File: config.mk
export PLATFORM = sky130hd
export DESIGN_NAME = uft_transmitter
export DESIGN_NICKNAME = d
export VERILOG_FILES = /design/src/core/uft_pkg.sv /design/src/core/uft_tick_if.sv /design/src/core/uft_transmitter.sv /design/src/core/uft_bit_clock.sv
export SDC_FILE = /design/constraint.sdc
export NUM_CORES = 1
export LEC_CHECK = 0
export BUFFER_PORTS_ARGS = -buffer_cell sky130_fd_sc_hd__buf_2
export CORE_UTILIZATION = 45
export CTS_CLUSTER_DIAMETER = 100
export DETAILED_ROUTE_END_ITERATION = 8
export PLACE_DENSITY_LB_ADDON = 0.3
export SYNTH_ARGS = -nofsm -noshare
export SYNTH_HDL_FRONTEND = slang
export SYNTH_HIERARCHICAL = 1
export SYNTH_SLANG_ARGS = --single-unit
File: constraint.sdc
create_clock -name ref_clk -period 3.1 [get_ports ref_clk]
set_input_delay 0.62 -clock ref_clk [delete_from_list [all_inputs] [get_ports ref_clk]]
set_output_delay 0.62 -clock ref_clk [all_outputs]
set_load 0.02 [all_outputs]
File: src/core/uft_pkg.sv
package uft_pkg;
  // character size field codes
  localparam logic [2:0] CSZ_5 = 3'h0;
  localparam logic [2:0] CSZ_6 = 3'h1;
  localparam logic [2:0] CSZ_7 = 3'h2;
  localparam logic [2:0] CSZ_8 = 3'h3;
  localparam logic [2:0] CSZ_9 = 3'h7;
  // parity mode field codes
  localparam logic [1:0] PAR_NONE = 2'h0;
  localparam logic [1:0] PAR_EVEN = 2'h2;
  localparam logic [1:0] PAR_ODD = 2'h3;
  localparam int PAR_EN_BIT = 1;
  localparam int PAR_ODD_BIT = 0;
  // transmitter prescale of the baud tick
  localparam logic [3:0] PRE_NORMAL = 4'hf;
  localparam logic [3:0] PRE_DOUBLE = 4'h7;
  localparam logic [3:0] PRE_SYNC = 4'h1;
  localparam int DIV_W = 12;
  localparam logic [DIV_W-1:0] DIV_RESET = 12'h000;
  localparam logic [8:0] CHAR_RESET = 9'h000;
  localparam logic [3:0] CNT_RESET = 4'h0;

  typedef enum logic [4:0] {
    ST_IDLE = 5'b00001,
    ST_START = 5'b00010,
    ST_DATA = 5'b00100,
    ST_PAR = 5'b01000,
    ST_STOP = 5'b10000
  } uft_state_t;

  function automatic logic [3:0] uft_nbits(input logic [2:0] csz);
    case (csz)
      CSZ_5: uft_nbits = 4'h5;
      CSZ_6: uft_nbits = 4'h6;
      CSZ_7: uft_nbits = 4'h7;
      CSZ_9: uft_nbits = 4'h9;
      default: uft_nbits = 4'h8;
    endcase
  endfunction : uft_nbits
endpackage : uft_pkg

File: src/core/uft_tick_if.sv
`timescale 1ns/10ps
interface uft_tick_if;
  logic bit_tick;
  logic sync_active;
  modport gen (output bit_tick, output sync_active);
  modport use_side (input bit_tick, input sync_active);
endinterface : uft_tick_if

File: src/core/uft_transmitter.sv
`timescale 1ns/10ps
// Contract
// - one start, five to nine data, none/even/odd parity, one/two stops
// - start bit first, then data least significant bit first
// - parity bit follows last data bit, precedes first stop
// - next frame follows back to back, else line idles high
// - start bit low, stop bits high, idle line high
// - one frame-format setting shared by transmitter and receiver
// - size field picks data bits; parity field enables, picks odd/even
// - stop select picks one or two; receiver checks first stop only
// - even parity is xor of data; odd is its inverse
// - enabled transmitter owns the data pin
// - synchronous master-mode enabled transmitter owns the transfer clock pin
// - data register write loads buffer and starts transmission
// - buffer moves to shifter when idle or right after last stop
// - shifter sends one frame at divisor, double speed or pin rate
// - unused upper bits of short characters are ignored
// - buffer-empty flag set when empty, cleared by data write
// - complete flag sets at frame end with empty buffer; one clears
// - disable waits until shifter and buffer empty, then pin released
// - baud down-counter reloads at zero or low-byte write, ticks at zero
module uft_transmitter
  import uft_pkg::*;
#(
  parameter int DIV_WIDTH = DIV_W
) (
  // clock, reset, enable
  input wire logic ref_clk,
  input wire logic sys_rst,
  input wire logic clk_en,
  // software side
  input wire logic serial_data_wr,
  input wire logic [7:0] serial_data_reg,
  input wire logic tx_ninth_bit,
  input wire logic transmitter_enable,
  input wire logic tx_complete_clear,
  input wire logic tx_complete_ack,
  // frame format
  input wire logic [2:0] char_size_field,
  input wire logic [1:0] parity_mode_field,
  input wire logic stop_bits_select,
  // clocking
  input wire logic [DIV_WIDTH-1:0] baud_divisor,
  input wire logic baud_divisor_low_wr,
  input wire logic double_speed_bit,
  input wire logic sync_mode,
  input wire logic xck_slave,
  input wire logic clock_polarity,
  // pins
  input wire logic transfer_clock_pin_in,
  output logic transfer_clock_pin_out,
  output logic transfer_clock_pin_oe,
  output logic txd_out,
  output logic txd_oe,
  // status
  output logic tx_buffer_empty_flag,
  output logic tx_complete_flag
);
  uft_tick_if tk ();
  logic xck_raw;
  uft_state_t st_q;
  logic [8:0] buf_q, sh_q;
  logic buf_full_q, own_q, par_q;
  logic [3:0] cnt_q;
  logic stop2_q;
  logic txd_q, xck_pin_q, xck_oe_q, txc_q, tx_buffer_empty_flag_q;

  uft_bit_clock u_clk (
    .ref_clk(ref_clk),
    .sys_rst(sys_rst),
    .clk_en(clk_en),
    .baud_divisor(baud_divisor[DIV_W-1:0]),
    .baud_divisor_low_wr(baud_divisor_low_wr),
    .double_speed_bit(double_speed_bit),
    .sync_mode(sync_mode),
    .xck_slave(xck_slave),
    .xck_idle_level(clock_polarity),
    .xck_in_pin(transfer_clock_pin_in),
    .xck_out(xck_raw),
    .tick(tk.gen)
  );

  wire [3:0] nbits = uft_nbits(char_size_field);
  wire par_en = parity_mode_field[PAR_EN_BIT];
  wire [8:0] mask = 9'h1ff >> (4'h9 - nbits);
  wire [8:0] load_val = {tx_ninth_bit, serial_data_reg} & mask;
  wire tick = tk.bit_tick;
  wire idle = (st_q == ST_IDLE);
  wire last_stop = (st_q == ST_STOP) && tick && !stop2_q;
  // shifter load points
  // idle loads wait for a tick so the start bit is a full period;
  // a disabled, unowned shifter first waits one cycle, until the full buffer sets own_q, then for that tick
  wire take = buf_full_q && (own_q || transmitter_enable) &&
              ((idle && tick) || last_stop);
  wire last_data = (cnt_q == nbits - 4'h1);
  wire frame_done = last_stop && !buf_full_q;
  wire own_d = transmitter_enable || !(idle && !buf_full_q);

  always_ff @(posedge ref_clk) begin
    if (sys_rst) begin
      buf_q <= CHAR_RESET;
      buf_full_q <= 1'b0;
    end else if (clk_en) begin
      if (serial_data_wr) begin
        buf_q <= load_val;
        buf_full_q <= 1'b1;
      end else if (take) begin
        buf_full_q <= 1'b0;
      end
    end
  end

  // frame sequencer; format changes mid-frame are not guarded
  always_ff @(posedge ref_clk) begin
    if (sys_rst) begin
      st_q <= ST_IDLE;
      sh_q <= CHAR_RESET;
      cnt_q <= CNT_RESET;
      par_q <= 1'b0;
      stop2_q <= 1'b0;
    end else if (clk_en) begin
      if (take) begin
        sh_q <= buf_q;
        par_q <= (^buf_q) ^ parity_mode_field[PAR_ODD_BIT];
        st_q <= ST_START;
        cnt_q <= CNT_RESET;
      end else if (tick) begin
        case (st_q)
          ST_START: st_q <= ST_DATA;
          ST_DATA: begin
            sh_q <= sh_q >> 1;
            cnt_q <= cnt_q + 4'h1;
            if (last_data) st_q <= par_en ? ST_PAR : ST_STOP;
            stop2_q <= stop_bits_select;
          end
          ST_PAR: st_q <= ST_STOP;
          ST_STOP: begin
            if (stop2_q) stop2_q <= 1'b0;
            else st_q <= ST_IDLE;
          end
          default: st_q <= ST_IDLE;
        endcase
      end
    end
  end

  wire line_d = (st_q == ST_START) ? 1'b0 :
                (st_q == ST_DATA) ? sh_q[0] :
                (st_q == ST_PAR) ? par_q : 1'b1;

  always_ff @(posedge ref_clk) begin
    if (sys_rst) begin
      own_q <= 1'b0;
      txd_q <= 1'b1;
      xck_pin_q <= 1'b0;
      xck_oe_q <= 1'b0;
      tx_buffer_empty_flag_q <= 1'b1;
      txc_q <= 1'b0;
    end else if (clk_en) begin
      own_q <= own_d;
      txd_q <= line_d;
      xck_pin_q <= xck_raw;
      xck_oe_q <= own_d && tk.sync_active && !xck_slave;
      tx_buffer_empty_flag_q <= !((buf_full_q && !take) || serial_data_wr);
      if (frame_done) txc_q <= 1'b1;
      else if (tx_complete_clear || tx_complete_ack) txc_q <= 1'b0;
    end
  end

  assign txd_oe = own_q;
  assign txd_out = txd_q;
  assign transfer_clock_pin_out = xck_pin_q;
  assign transfer_clock_pin_oe = xck_oe_q;
  assign tx_buffer_empty_flag = tx_buffer_empty_flag_q;
  assign tx_complete_flag = txc_q;
endmodule : uft_transmitter

File: src/core/uft_bit_clock.sv
`timescale 1ns/10ps
module uft_bit_clock
  import uft_pkg::*;
(
  // clock and reset
  input wire logic ref_clk,
  input wire logic sys_rst,
  input wire logic clk_en,
  // rate setup
  input wire logic [DIV_W-1:0] baud_divisor,
  input wire logic baud_divisor_low_wr,
  input wire logic double_speed_bit,
  input wire logic sync_mode,
  input wire logic xck_slave,
  input wire logic xck_idle_level,
  input wire logic xck_in_pin,
  output logic xck_out,
  uft_tick_if.gen tick
);
  logic [DIV_W-1:0] cnt_q;
  logic [3:0] pre_q;
  logic xs1_q, xs2_q, xs3_q;
  logic xck_q;
  wire base_zero = (cnt_q == DIV_RESET);
  wire [3:0] pre_top = sync_mode ? PRE_SYNC :
                       (double_speed_bit ? PRE_DOUBLE : PRE_NORMAL);
  wire pre_wrap = base_zero && (pre_q >= pre_top);
  // slave mode: data changes on the chosen edge of the pin clock
  wire ext_edge = (xs2_q != xs3_q) && (xs2_q != xck_idle_level);
  wire slave = sync_mode && xck_slave;

  assign tick.bit_tick = slave ? ext_edge : pre_wrap;
  assign tick.sync_active = sync_mode;
  assign xck_out = xck_q;

  always_ff @(posedge ref_clk) begin
    if (sys_rst) begin
      cnt_q <= DIV_RESET;
      pre_q <= CNT_RESET;
      xs1_q <= 1'b0;
      xs2_q <= 1'b0;
      xs3_q <= 1'b0;
      xck_q <= 1'b0;
    end else if (clk_en) begin
      xs1_q <= xck_in_pin;
      xs2_q <= xs1_q;
      xs3_q <= xs2_q;
      if (base_zero || baud_divisor_low_wr) cnt_q <= baud_divisor;
      else cnt_q <= cnt_q - 1'b1;
      if (base_zero) pre_q <= pre_wrap ? CNT_RESET : pre_q + 1'b1;
      // master clock toggles twice per bit
      if (base_zero && sync_mode && !xck_slave) xck_q <= ~xck_q;
      else if (!sync_mode) xck_q <= xck_idle_level;
    end
  end
endmodule : uft_bit_clock

==> flow_summary.yaml <==
routing:
  drtIter0Drc: 184
  wl_met2_um: 3460
  top_layer: "met4"
  met3_length_um: 318
  wl_um: 7710
  drtAntennaViolNets: 0
  wire_per_inst_um: 14.5
  vias: 3020
  first_pass_iters: 4
  wl_met1_um: 3790
  drc: 0
  routed_via_density: 5.68
flow_run:
  max_cap_violations: 0
logic_synthesis:
  synthCells: 390
  syn_nets: 443
  ys.flop_type: "dfxtp_1"
  avgSynthCellArea_um2: 8.62
  yosysWarnings: 6
  ys_ff_latch: 56
  synth_cell_type_count: 69
  synth-edff-count: 0
  synth_top_cell_area_share: 0.334
  synthTopCellsByArea: "dfxtp_1 33%, mux2i_1 5.4%, ha_1 4.8%"
  ys_seq_area_frac: 0.334
  synth_area_um2: 3360
  synth.largest_area_cell: "dfxtp_1"
  async_reset_ff_frac: 0
die:
  die_area_um2: 7820
  num_io_pins: 46
  fp.dieH_um: 88.4
  dieWidth_um: 88.4
  start_util: 0.463
  num_rows: 31
  core-area_um2: 7250
timing:
  drv_slew: 0
  finalCritPeriodShare: 0.918
  slew_headroom: 0.601
  setup_viol_count_final: 0
  finalHoldViolCount: 0
  timing.fmax_ghz: 0.351
  tightest_slew_ps: 598
  rsz0062_at_grt: "false"
  layout_setup_ws_ps: 253
  hold_ws_ps: 469
  period_needed_ps: 2850
  setup_tns_ps: 0
  fin_worst_skew_ps: 5.04
worst_setup_path:
  cp.required_ps: 3330
  end_kind: "register"
  path_class: "reg2reg"
  cp_slowest_cell: "or4_1"
  crit_chain: "inv_1 > ha_1 > nor4b_4 > nand3_1 > nand3b_1 > o21ai_0 > nand2_1 > or4_1 > nand2b_1 > buf_12 > nor2_1 > a211oi_1"
  arrival_ps: 3080
  start_kind: "register"
  critPathMaxStageDelay_ps: 520
  cp_max_fo: 16
clocking:
  cts_made_buffers: 5
  clk_latency_ps: 310
  cts_sinks: 56
  clock_path_buffers: 2
  cts_root_buf: "clkbuf_8"
  htreeDepth: 2
  cts_tree: "done"
  cts.clk_slew.worst_paths_ps: 100
power_and_ir_drop:
  peakVddDrop_v: 0.000184
  p_leak_nw: 1.49
  power_density_nw_per_um2: 445
  total_power_mw: 1.70
cells_and_area:
  n_fill_cell: 701
  final_util: 0.528
  antenna-diode-count: 0
  drive_above_1_share: 0.201
  nets: 485
  final_cell_area_um2: 3830
  finalNonFillerCells: 532
  area_growth_pct: 13.9
place:
  place_worst_setup_slack_ps: 6.52
  port_buffers: 45
  dp_cells: 523
  hpwl_um: 5650
  gp_congestion: 0.890
  place_area_um2: 3690
global_route:
  antenna_found_initial: 0
  grt_max_degree: 32
  track_usage: 0.213
  grt_pass1_vias: 2804
  grt_pass1_wl_um: 13100
  grt_overflow: 0
run_status:
  status: "complete, no violations"
hold_path:
  hold_path_class: "reg2reg"
-- power breakdown --
group	internal, mW	switching (mW)
logic	0.163	0.211
registers	0.751	0.0470
clock network	0.286	0.247
total	1.20	0.505
-- per-layer routing --
metal  track usage  up-vias
met2         0.337       70
met5             0        -
li1              -     1511
met4        0.0806        0
met3        0.0345       13
met1         0.293     1426
-- area by class of cell --
class                           instances  area, µm²  area share
Clock buffer                            7       96.3      0.0252
Clock inverter                          1       30.0     0.00784
Inverter                               16       60.1      0.0157
Multi-Input combinational cell        295       2060       0.539
Sequential cell                        56       1120       0.293
Tap cell                               99        124      0.0324
Timing Repair Buffer                   58        335      0.0876
-- flip-flops by register name (all words and copies together) (netlist names) --
| name | count |
|---|---|
| buf_full_q | 1 |
| buf_q | 9 |
| cnt_q | 4 |
| par_q | 1 |
| sh_q | 9 |
| st_q | 5 |
| stop2_q | 1 |
| transfer_clock_pin_oe | 1 |
| transfer_clock_pin_out | 1 |
| tx_buffer_empty_flag | 1 |
| tx_complete_flag | 1 |
| txd_oe | 1 |
| txd_out | 1 |
| u_clk/cnt_q | 12 |
| u_clk/pre_q | 4 |
| u_clk/xck_out | 1 |
| u_clk/xs1_q | 1 |
| u_clk/xs2_q | 1 |
| u_clk/xs3_q | 1 |
-- cell usage after synthesis (2+ instances only) --
master,count
a211oi_1,10
a211oi_2,2
a21o_1,2
a21oi_1,25
a31oi_1,2
a32o_1,3
a32oi_1,5
and3_1,2
buf_1,2
buf_2,3
buf_6,2
clkbuf_1,13
dfxtp_1,56
ha_1,13
inv_1,16
mux2_2,3
mux2i_1,18
nand2_1,29
nand2b_1,7
nand3_1,10
nand3b_1,5
nand4_1,12
nand4b_1,3
nor2_1,40
nor2_2,2
nor2b_1,3
nor3_1,11
nor3b_1,6
nor4_1,4
nor4_4,2
o211ai_1,4
o21ai_0,11
o21ai_1,2
o22ai_1,2
o311ai_0,2
or3_1,7
or4_1,2
xnor2_1,14
xor2_1,5
-- kinds of logic (layout without fill, tap and decap cells) --
logic type | count (synthesis) | in the layout | share of synthesized area
muxes | 21 | 21 | 0.0637
xor gates and xnor gates | 19 | 19 | 0.0495
and+or+nand+nor | 155 | 155 | 0.260
DFF | 56 | 56 | 0.334
buffers and inverters | 39 | 82 | 0.0540
AOI/OAI and AO/OA | 87 | 87 | 0.191
adders and majority gates | 13 | 13 | 0.0484
-- final timing paths --
kind | start | slack [ps] | end | cells after the start
setup / recovery | u_clk/cnt_q[0]$_SDFFE_PP0P_ | 250 | sh_q[2]$_SDFFE_PP0P_ | 12
hold / removal | tx_complete_flag$_SDFFE_PP0P_ | 470 | tx_complete_flag$_SDFFE_PP0P_ | 2
setup reg to reg | u_clk/cnt_q[0]$_SDFFE_PP0P_ | 250 | sh_q[2]$_SDFFE_PP0P_ | 12
hold reg to reg | tx_complete_flag$_SDFFE_PP0P_ | 470 | tx_complete_flag$_SDFFE_PP0P_ | 2
-- layout by cell type (no fill, tap or decap), drive strengths merged, types with 3 or more instances in the layout --
cell type | netlist | layout
a32oi | 5 | 5
a32o | 3 | 3
nor4 | 6 | 6
nand3b | 5 | 5
ha | 13 | 13
o311ai | 3 | 3
or4 | 3 | 3
nor3b | 6 | 6
o211ai | 4 | 4
xor2 | 5 | 5
mux2 | 3 | 3
o21ai | 13 | 13
clkbuf | 14 | 7
nor3 | 12 | 12
nand2 | 29 | 29
or3 | 7 | 7
a21oi | 25 | 25
nand2b | 7 | 7
nor2 | 42 | 42
nor2b | 3 | 3
xnor2 | 14 | 14
nand4 | 12 | 12
inv | 16 | 16
mux2i | 18 | 18
nand4b | 3 | 3
nand3 | 10 | 10
buf | 9 | 58
dfxtp | 56 | 56
a31oi | 3 | 3
a211oi | 12 | 12
-- worst max-delay path: cells and delay by family, from the launching register on --
kind	cells	cell delay, ps
simple gates	7	1610
compound gates	2	330
flops	1	350
buf+inv	2	280
fa+ha+maj	1	200
-- what timing repair did --
action | 4_1_cts | 5_1_grt
gates resized for setup | 0 | 0
hold buffers | 0 | 0
endpoints found under the setup margin | 0 | 5
buffers inserted | 0 | 1
No activity file was read; power rests on OpenSTA's default activity.
